--- config.mk ---
export PLATFORM = sky130hd
export DESIGN_NAME = adccd_top
export DESIGN_NICKNAME = d
export VERILOG_FILES = /design/src/design/adccd_pkg.sv /design/src/design/adccd_top.sv /design/src/design/adccd_capture.sv
export VERILOG_INCLUDE_DIRS = /design/src /design/src/design
export SDC_FILE = /design/constraint.sdc
export NUM_CORES = 1
export LEC_CHECK = 0
export BUFFER_PORTS_ARGS = -buffer_cell sky130_fd_sc_hd__buf_2
export CORE_MARGIN = 2
export CORE_UTILIZATION = 65
export CTS_BUF_LIST = sky130_fd_sc_hd__clkbuf_8
export CTS_CLUSTER_DIAMETER = 40
export DETAILED_ROUTE_END_ITERATION = 10
export HOLD_SLACK_MARGIN = 0.08
export PLACE_DENSITY_LB_ADDON = 0.15
export SLEW_MARGIN = 20
export SYNTH_ARGS = -nofsm -noshare
export SYNTH_HDL_FRONTEND = slang
export SYNTH_SLANG_ARGS = --single-unit
--- constraint.sdc ---
create_clock -name i_core_clk -period 10.4 [get_ports i_core_clk]
set_input_delay 0.52 -clock i_core_clk [delete_from_list [all_inputs] [get_ports i_core_clk]]
set_output_delay 0.52 -clock i_core_clk [all_outputs]
set_load 0.01 [all_outputs]
--- src/design/adccd_cfg.svh ---
`ifndef ADCCD_CFG_SVH
`define ADCCD_CFG_SVH
// Register offsets
`define ADCCD_OFF_CONFIG    12'h004
`define ADCCD_OFF_STATUS    12'h008
`define ADCCD_OFF_LIMIT     12'h00c
`define ADCCD_OFF_CLEAR     12'h010
`define ADCCD_OFF_FILTER    12'h014
`define ADCCD_OFF_THERMAL   12'h0f0
// Config fields
`define ADCCD_CFG_EN        0
`define ADCCD_CFG_BUF       1
`define ADCCD_CFG_GAIN_LO   2
`define ADCCD_CFG_BIAS_LO   4
`define ADCCD_CFG_PIN_SEL   6
`define ADCCD_CFG_CH_LO     7
`define ADCCD_CFG_SUPPLY    10
`define ADCCD_CFG_MASK      32'h0000_07ff
// Status fields
`define ADCCD_ST_VALID      31
`define ADCCD_ST_OVER       30
`define ADCCD_ST_BREAK      29
`define ADCCD_ST_DATA_LO    7
// Clear bits
`define ADCCD_CLR_OVER      0
`define ADCCD_CLR_RESTART   1
// Filter control fields
`define ADCCD_FC_FILT       0
`define ADCCD_FC_RATIO_LO   1
`define ADCCD_FC_EDGE       5
`define ADCCD_FC_DLY_LO     6
`define ADCCD_FC_RESET      32'h0000_100d
`define ADCCD_FC_MASK       32'h0000_3fff
// Thermal select bit
`define ADCCD_TH_SEL        7
// Ratio code limits
`define ADCCD_RATIO_MIN     4'h1
`define ADCCD_RATIO_MAX     4'hc
`endif

--- src/design/adccd_pkg.sv ---
package adccd_pkg;
	// Sequencer states
	typedef enum logic [1:0] {ADCCD_OFF, ADCCD_SETTLE, ADCCD_RUN} adccd_state_t;
	// Analog input selection
	typedef enum logic [2:0] {ADCCD_SRC_NONE, ADCCD_SRC_P7, ADCCD_SRC_P8, ADCCD_SRC_P10,
		ADCCD_SRC_P11, ADCCD_SRC_BATT, ADCCD_SRC_TEMP} adccd_src_t;
endpackage

--- src/design/adccd_top.sv ---
`include "adccd_cfg.svh"
module adccd_top
	import adccd_pkg::*;
(
	input  wire logic        i_core_clk,
	input  wire logic        i_rst_n,
	input  wire logic        i_psel,
	input  wire logic        i_penable,
	input  wire logic        i_pwrite,
	input  wire logic [11:0] i_paddr,
	input  wire logic [31:0] i_pwdata,
	output logic      [31:0] o_prdata,
	output logic             o_pready,
	output logic             o_pslverr,
	input  wire logic        i_conv_clk,
	input  wire logic [8:0]  i_conv_code,
	output logic             o_converter_enable,
	output logic             o_input_buffer_enable,
	output logic      [1:0]  o_buffer_gain,
	output logic      [1:0]  o_bias_current_select,
	output logic      [3:0]  o_pin_route,
	output logic             o_battery_rail_route,
	output logic             o_temp_route
);
	logic [31:0] config_reg;   // Converter configuration
	logic [31:0] filter_reg;   // Filter and timing control
	logic [8:0]  limit_value;  // Overflow threshold
	logic        thermal_sel;  // Temperature source select
	logic [31:0] next_config_reg;
	logic [31:0] next_filter_reg;
	logic [8:0]  next_limit_value;
	logic        next_thermal_sel;
	logic        wr;           // APB write access phase
	logic        restart;      // Restart strobe
	logic        limit_flag_clear;
	logic [2:0]  clk_sync;     // Converter clock synchroniser
	logic [8:0]  code_q1;      // Code pipeline
	logic [8:0]  code_q2;
	logic [8:0]  code_q3;
	logic        conv_lvl;     // Filtered converter clock level
	logic        next_conv_lvl;
	logic        rise;
	logic        fall;
	logic        sample;
	adccd_state_t state;
	adccd_state_t next_state;
	logic [7:0]  settle_cnt;
	logic [7:0]  next_settle_cnt;
	logic        valid;
	logic        next_valid;
	logic        over;
	logic        next_over;
	logic        interrupted_flag;
	logic        next_interrupted_flag;
	logic        avg_done;
	logic [8:0]  avg_result;
	logic        src_change;
	logic [3:0]  ratio;

	assign wr = i_psel && i_penable && i_pwrite;
	assign restart = wr && i_paddr == `ADCCD_OFF_CLEAR
		&& i_pwdata[`ADCCD_CLR_RESTART];
	assign limit_flag_clear = wr && i_paddr == `ADCCD_OFF_CLEAR
		&& i_pwdata[`ADCCD_CLR_OVER];
	assign o_pready = 1'b1;
	assign o_pslverr = 1'b0;

	// Register write decode
	always_comb begin
		next_config_reg = config_reg;
		next_filter_reg = filter_reg;
		next_limit_value = limit_value;
		next_thermal_sel = thermal_sel;
		if (wr) begin
			case (i_paddr)
				`ADCCD_OFF_CONFIG: next_config_reg = i_pwdata & `ADCCD_CFG_MASK;
				`ADCCD_OFF_FILTER: next_filter_reg = i_pwdata & `ADCCD_FC_MASK;
				`ADCCD_OFF_LIMIT: next_limit_value = i_pwdata[8:0];
				`ADCCD_OFF_THERMAL: next_thermal_sel = i_pwdata[`ADCCD_TH_SEL];
				default: ;
			endcase
		end
	end

	// Register storage
	always_ff @(posedge i_core_clk) begin
		if (!i_rst_n) begin
			config_reg <= '0;
			filter_reg <= `ADCCD_FC_RESET;
			limit_value <= '0;
			thermal_sel <= 1'b0;
		end else begin
			config_reg <= next_config_reg;
			filter_reg <= next_filter_reg;
			limit_value <= next_limit_value;
			thermal_sel <= next_thermal_sel;
		end
	end

	// Read mux
	always_comb begin
		o_prdata = '0;
		case (i_paddr)
			`ADCCD_OFF_CONFIG: o_prdata = config_reg;
			`ADCCD_OFF_STATUS: begin
				o_prdata[`ADCCD_ST_VALID] = valid;
				o_prdata[`ADCCD_ST_OVER] = over;
				o_prdata[`ADCCD_ST_BREAK] = interrupted_flag;
				o_prdata[`ADCCD_ST_DATA_LO +: 9] = avg_result;
			end
			`ADCCD_OFF_LIMIT: o_prdata = {23'h0, limit_value};
			`ADCCD_OFF_FILTER: o_prdata = filter_reg;
			`ADCCD_OFF_THERMAL: o_prdata[`ADCCD_TH_SEL] = thermal_sel;
			default: o_prdata = '0;
		endcase
	end

	// Analog routing
	always_comb begin
		o_converter_enable = config_reg[`ADCCD_CFG_EN];
		o_input_buffer_enable = config_reg[`ADCCD_CFG_BUF];
		o_buffer_gain = config_reg[`ADCCD_CFG_GAIN_LO +: 2];
		o_bias_current_select = config_reg[`ADCCD_CFG_BIAS_LO +: 2];
		o_pin_route = '0;
		if (config_reg[`ADCCD_CFG_PIN_SEL]) begin
			case (config_reg[`ADCCD_CFG_CH_LO +: 3])
				3'h0: o_pin_route = 4'h1;
				3'h1: o_pin_route = 4'h2;
				3'h2: o_pin_route = 4'h4;
				3'h3: o_pin_route = 4'h8;
				default: o_pin_route = 4'h0;
			endcase
		end
		o_battery_rail_route = config_reg[`ADCCD_CFG_SUPPLY];
		o_temp_route = thermal_sel;
	end

	// Converter clock and code sampling, three stages
	always_ff @(posedge i_core_clk) begin
		if (!i_rst_n) begin
			clk_sync <= '0;
			code_q1 <= '0;
			code_q2 <= '0;
			code_q3 <= '0;
			conv_lvl <= 1'b0;
		end else begin
			clk_sync <= {clk_sync[1:0], i_conv_clk};
			code_q1 <= i_conv_code;
			code_q2 <= code_q1;
			code_q3 <= code_q2;
			conv_lvl <= next_conv_lvl;
		end
	end

	// Edge pick: one raw code per converter clock
	always_comb begin
		// Level only moves once the second and third stages agree
		next_conv_lvl = (clk_sync[1] == clk_sync[2]) ? clk_sync[2] : conv_lvl;
		rise = next_conv_lvl && !conv_lvl;
		fall = !next_conv_lvl && conv_lvl;
		sample = (state == ADCCD_RUN)
			&& (filter_reg[`ADCCD_FC_EDGE] ? rise : fall);
		src_change = wr && (i_paddr == `ADCCD_OFF_CONFIG || i_paddr == `ADCCD_OFF_THERMAL);
		ratio = filter_reg[`ADCCD_FC_RATIO_LO +: 4];
		if (ratio < `ADCCD_RATIO_MIN || ratio > `ADCCD_RATIO_MAX) begin
			ratio = `ADCCD_RATIO_MIN;
		end
	end

	// Sequencer and flags
	always_comb begin
		next_state = state;
		next_settle_cnt = settle_cnt;
		next_valid = valid;
		next_over = over;
		next_interrupted_flag = interrupted_flag;
		case (state)
			ADCCD_OFF: begin
				next_settle_cnt = '0;
				if (o_converter_enable) begin
					next_state = ADCCD_SETTLE;
				end
			end
			ADCCD_SETTLE: begin
				if (rise) begin
					next_settle_cnt = settle_cnt + 8'h1;
				end
				if (settle_cnt >= filter_reg[`ADCCD_FC_DLY_LO +: 8]) begin
					next_state = ADCCD_RUN;
				end
			end
			ADCCD_RUN: ;
			default: next_state = ADCCD_OFF;
		endcase
		if (avg_done) begin
			next_valid = 1'b1;
			next_interrupted_flag = 1'b0;
		end
		if (src_change && state == ADCCD_RUN) begin
			next_interrupted_flag = 1'b1;
		end
		if (limit_flag_clear) begin
			next_over = 1'b0;
		end
		if (avg_done && avg_result > limit_value) begin
			next_over = 1'b1;
		end
		if (!o_converter_enable) begin
			next_state = ADCCD_OFF;
			next_valid = 1'b0;
		end
		if (restart) begin
			next_state = o_converter_enable ? ADCCD_SETTLE : ADCCD_OFF;
			next_settle_cnt = '0;
			next_valid = 1'b0;
			next_interrupted_flag = 1'b0;
		end
	end

	// Sequencer registers
	always_ff @(posedge i_core_clk) begin
		if (!i_rst_n) begin
			state <= ADCCD_OFF;
			settle_cnt <= '0;
			valid <= 1'b0;
			over <= 1'b0;
			interrupted_flag <= 1'b0;
		end else begin
			state <= next_state;
			settle_cnt <= next_settle_cnt;
			valid <= next_valid;
			over <= next_over;
			interrupted_flag <= next_interrupted_flag;
		end
	end

	// Down-sample averager
	adccd_capture u_capture (
		.i_core_clk (i_core_clk),
		.i_rst_n    (i_rst_n),
		.i_clear    (restart || state != ADCCD_RUN),
		.i_sample   (sample),
		.i_code     (code_q3),
		.i_filter_en(filter_reg[`ADCCD_FC_FILT]),
		.i_ratio    (ratio),
		.o_done     (avg_done),
		.o_result   (avg_result)
	);

	// Checks
	property p_restart_clears_valid;
		@(posedge i_core_clk) disable iff (!i_rst_n) restart |=> !valid;
	endproperty
	a_restart_clears_valid: assert property (p_restart_clears_valid)
		else $error("valid survived restart");
	property p_over_sticky;
		@(posedge i_core_clk) disable iff (!i_rst_n)
			over && !limit_flag_clear |=> over;
	endproperty
	a_over_sticky: assert property (p_over_sticky)
		else $error("overflow dropped without clear");
	property p_over_clear;
		@(posedge i_core_clk) disable iff (!i_rst_n)
			limit_flag_clear && !(avg_done && avg_result > limit_value) |=> !over;
	endproperty
	a_over_clear: assert property (p_over_clear)
		else $error("overflow not cleared");
	property p_over_set;
		@(posedge i_core_clk) disable iff (!i_rst_n)
			avg_done && avg_result > limit_value |=> over;
	endproperty
	a_over_set: assert property (p_over_set)
		else $error("overflow not set");
	property p_valid_after_done;
		@(posedge i_core_clk) disable iff (!i_rst_n)
			avg_done && o_converter_enable && !restart |=> valid;
	endproperty
	a_valid_after_done: assert property (p_valid_after_done)
		else $error("valid missing after sample");
	property p_no_sample_settling;
		@(posedge i_core_clk) disable iff (!i_rst_n) state != ADCCD_RUN |-> !sample;
	endproperty
	a_no_sample_settling: assert property (p_no_sample_settling)
		else $error("sample during settle");
	property p_route_pin7;
		@(posedge i_core_clk) disable iff (!i_rst_n)
			config_reg[`ADCCD_CFG_PIN_SEL] && config_reg[`ADCCD_CFG_CH_LO +: 3] == 3'h0
			|-> o_pin_route == 4'h1;
	endproperty
	a_route_pin7: assert property (p_route_pin7)
		else $error("pin route wrong");
	property p_edge_sel;
		@(posedge i_core_clk) disable iff (!i_rst_n)
			sample |-> (filter_reg[`ADCCD_FC_EDGE] ? rise : fall);
	endproperty
	a_edge_sel: assert property (p_edge_sel)
		else $error("wrong capture edge");
	c_valid: cover property (@(posedge i_core_clk) disable iff (!i_rst_n) $rose(valid));
	c_over: cover property (@(posedge i_core_clk) disable iff (!i_rst_n) $rose(over));
	c_break: cover property (@(posedge i_core_clk) disable iff (!i_rst_n)
		$rose(interrupted_flag));
endmodule

--- src/design/adccd_capture.sv ---
`include "adccd_cfg.svh"
// Averages captured codes over 2**ratio samples
module adccd_capture
	import adccd_pkg::*;
(
	input  wire logic       i_core_clk,
	input  wire logic       i_rst_n,
	input  wire logic       i_clear,
	input  wire logic       i_sample,
	input  wire logic [8:0] i_code,
	input  wire logic       i_filter_en,
	input  wire logic [3:0] i_ratio,
	output logic            o_done,
	output logic      [8:0] o_result
);
	logic [20:0] acc;       // Running sum
	logic [12:0] cnt;       // Samples taken
	logic [20:0] next_acc;
	logic [12:0] next_cnt;
	logic        next_done;
	logic [8:0]  next_result;
	logic [12:0] last;      // Samples per result minus one, 2**ratio - 1
	logic [20:0] sum;

	// Accumulate and divide by shifting
	always_comb begin
		last = 13'(13'h1 << i_ratio) - 13'h1;
		sum = acc + 21'(i_code);
		next_acc = acc;
		next_cnt = cnt;
		next_done = 1'b0;
		next_result = o_result;
		if (i_clear) begin
			next_acc = '0;
			next_cnt = '0;
		end else if (i_sample) begin
			if (!i_filter_en) begin
				next_result = i_code;
				next_done = 1'b1;
			end else if (cnt >= last) begin
				next_result = 9'(sum >> i_ratio);
				next_done = 1'b1;
				next_acc = '0;
				next_cnt = '0;
			end else begin
				next_acc = sum;
				next_cnt = cnt + 13'h1;
			end
		end
	end

	// Register stage
	always_ff @(posedge i_core_clk) begin
		if (!i_rst_n) begin
			acc <= '0;
			cnt <= '0;
			o_done <= 1'b0;
			o_result <= '0;
		end else begin
			acc <= next_acc;
			cnt <= next_cnt;
			o_done <= next_done;
			o_result <= next_result;
		end
	end
endmodule

==> impl_metrics.tcl <==
set metrics [dict create \
    status "finished, final reports clean" \
    leakage_nw 3.24 \
    insertion_delay_ps 450 \
    yosysTopAreaCellShare_pct 33.1 \
    startpoint_type "flop" \
    cts.sinks 123 \
    first_iter_violations 533 \
    cts_tree "yes" \
    irDropWorstVdd_uv 131 \
    seq_area_frac_synth_pct 33.1 \
    synth-seq-cells 123 \
    synth.distinct_cells 72 \
    drtPass1Iterations 8 \
    antenna_found_initial 0 \
    r2r_end "u_capture.o_result[8]" \
    clock_skew_ps 10.5 \
    slew-limit-headroom_pct 29.2 \
    largest_reg_flops 21 \
    cts_setup_buffers 0 \
    viasPerCell 5.92 \
    ys_warn_count 0 \
    r2r_start "filter_reg[2]" \
    critPathCapture "u_capture.o_result[8]" \
    cts_buffer_depth 2 \
    worst_ep_required_time_ps 10700 \
    hold_buffers 0 \
    worstSetupPathType "flop to flop" \
    netlist_area_sq_mm 0.00743 \
    whs_ps 265 \
    die_w_microns 111 \
    die_y_microns 111 \
    min_path_type "primary input to flop" \
    tightest_slew_ps 1060 \
    syn_area_per_cell_sq_um 7.85 \
    clkTransAtPathRegs_ps 80 \
    nets 1102 \
    areaGrowthSynthToFinish_pct 10.1 \
    max_freq_mhz 172 \
    fillerInstances 923 \
    synth_cells 947 \
    antenna_cells 0 \
    gp_congestion 0.997 \
    numCtsBuffers 17 \
    yosys.area.top_type "dfxtp_1" \
    wl_per_cell_microns 16.6 \
    reg2reg_slack_ps 4570 \
    critPathLaunch "filter_reg[2]" \
    drc_errors 0 \
    start_util_pct 66.0 \
    drive_gt1_share_pct 12.8 \
    endpoint_kind "flop" \
    row_count 39 \
    rsz0062_at_grt "no" \
    vias 6841 \
    fin_crit_ps 5830 \
    grt-ovfl-total 0 \
    ios 105 \
    setup-violations-final 0 \
    cts_root_buf "clkbuf_8" \
    core_area_sq_mm 0.0113 \
    period_share_pct 56.0 \
    htree_levels 4 \
    finalMaxSlewViolations 0 \
    hold_viol 0 \
    dp_hpwl_microns 13800 \
    setup_total_negative_slack_ps 0 \
    die-area_sq_mm 0.0123 \
    p_per_area_mw_per_mm2 113 \
    grt_pass1_vias 6484 \
    synthTopCellsByArea "dfxtp_1 (33%), ha_1 (7.1%), nand2_1 (7.0%), nor2_1 (5.1%), and2_1 (3.6%)" \
    post_cts_resized 0 \
    grt_max_degree 79 \
    drt_wl_total_microns 19200 \
    async_flop_share_pct 0 \
    synthFlopType "dfxtp_1" \
    grt_pass1_wl_microns 31600 \
    synth_edf_count 0 \
    ant_nets 0 \
    maxCapViolCount 0 \
    grt_usage_pct 31.6 \
    arrival_ps 6130 \
    worstPathMaxFanout 21 \
    port_buffers 71 \
    r2r_cells 18 \
]
==> cell usage after synthesis (3+ instances only) <==
cell,count
inv_1,35
xnor2_1,23
dfxtp_1,123
o211ai_1,10
a21boi_0,32
a32oi_1,3
nand2_1,138
nor2_1,101
mux2i_1,4
nand3b_1,3
nor3_1,23
o21ai_0,36
and3_1,10
buf_2,8
a21o_1,8
o22ai_1,4
and2_1,43
or3_1,5
a222oi_1,8
xor2_1,28
o32ai_1,3
a22oi_1,7
nor3b_1,3
a211oi_1,9
ha_1,42
nand4_1,14
nor4_1,4
buf_4,19
a22o_1,3
nand2b_1,13
or4_1,4
nor2b_1,7
a21oi_1,45
clkbuf_1,35
o31ai_1,5
a31oi_1,7
o21a_1,6
nand3_1,29
==> worst min-delay path by stage <==
stage | startpoint | to | slack (ps) | cells after the start
6_report | i_conv_code[4] | code_q1[4] | 270 | 2
5_1_grt | i_conv_code[5] | code_q1[5] | 240 | 2
4_1_cts | i_conv_code[7] | code_q1[7] | 250 | 2
3_5_place_dp | code_q2[3] | code_q3[3] | 420 | 1
3_3_place_gp | code_q1[8] | code_q2[8] | 410 | 1
2_1_floorplan | clk_sync[0] | clk_sync[1] | 410 | 1
==> through the flow <==
stage | total power [mW] | area, sq um | cells | worst slack, ps | utilization [%]
after floorplan | 0.510 | 7490 | 963 | 6540 | -
after global placement | 0.519 | 7800 | 1124 | 4890 | 69.2
after detailed placement | 0.520 | 7800 | 1124 | 4890 | 69.2
after CTS | 0.932 | 8190 | 1156 | 4830 | 72.6
after global routing | 0.960 | 8190 | 1156 | 4100 | 72.6
final | 0.928 | 8190 | 1156 | 4570 | 72.6
==> layout by cell type, fill, tap and decap left out, drive strengths merged, types with 4 or more instances in the layout <==
cell / Yosys / final
a211oi: 10 / 10
a21boi: 32 / 32
a21o: 8 / 8
a21oi: 45 / 45
a222oi: 8 / 8
a22oi: 7 / 7
a31oi: 9 / 9
and2: 43 / 43
and3: 11 / 11
buf: 27 / 80
clkbuf: 35 / 17
conb: 2 / 18
dfxtp: 123 / 123
ha: 42 / 42
inv: 35 / 45
mux2i: 4 / 4
nand2: 139 / 139
nand2b: 14 / 14
nand3: 29 / 29
nand4: 14 / 14
nor2: 101 / 101
nor2b: 9 / 9
nor3: 23 / 23
nor3b: 4 / 4
nor4: 4 / 4
o211ai: 10 / 10
o21a: 6 / 6
o21ai: 39 / 39
o22ai: 4 / 4
o31ai: 5 / 5
or3: 5 / 5
or4: 4 / 4
xnor2: 24 / 24
xor2: 28 / 28
==> power by group <==
group,internal [mW],total (mW),switching [mW]
registers,0.475,0.477,0.00218
logic,0.0140,0.0325,0.0186
clock network,0.197,0.418,0.221
==> per-layer routing <==
layer	wire length (microns)	up-vias	global-route usage (%)
li1	-	3389	-
met1	8280	3083	40.3
met2	8830	306	51.2
met3	1340	63	7.87
met4	726	0	13.2
met5	0	-	0
==> cell families (layout without fill, tap and decap cells) <==
kind of cell / Yosys count / after routing / synth area share [%]
AO/OA/AOI/OAI: 216 / 216 / 20.4
XOR/XNOR: 52 / 52 / 6.23
adder cells (fa/ha/maj): 43 / 43 / 7.34
buffers and inverters: 98 / 148 / 6.04
flip-flops: 123 / 123 / 33.1
multiplexers: 4 / 4 / 0.539
other: 2 / 18 / 0.101
AND/OR/NAND/NOR: 409 / 409 / 26.2
==> layout make-up <==
class	count	area, sq um	share of cell area, %
multi-input combinational	742	4600	56.2
sequential	123	2460	30.1
timing repair buffer	80	423	5.17
clock buffer	17	234	2.86
tap	143	179	2.19
clock inverter	15	151	1.85
inverter	36	135	1.65
==> worst max-delay path, cell delays in order, from the launching register on <==
cell and delay [ps]:
dfxtp_1 760, nor2_1 210, o21ai_1 680, nand2_1 350
ha_1 380, nor3_1 160, o21ai_0 100, a21oi_1 170
a31oi_1 70, ha_1 320, nand4_1 90, or4_1 420
o21ai_0 120, o31ai_1 190, and2_1 250, nor3b_1 460
o21ai_0 160, a2111oi_0 650, a21oi_1 150
(Power assumes the default switching activity.)
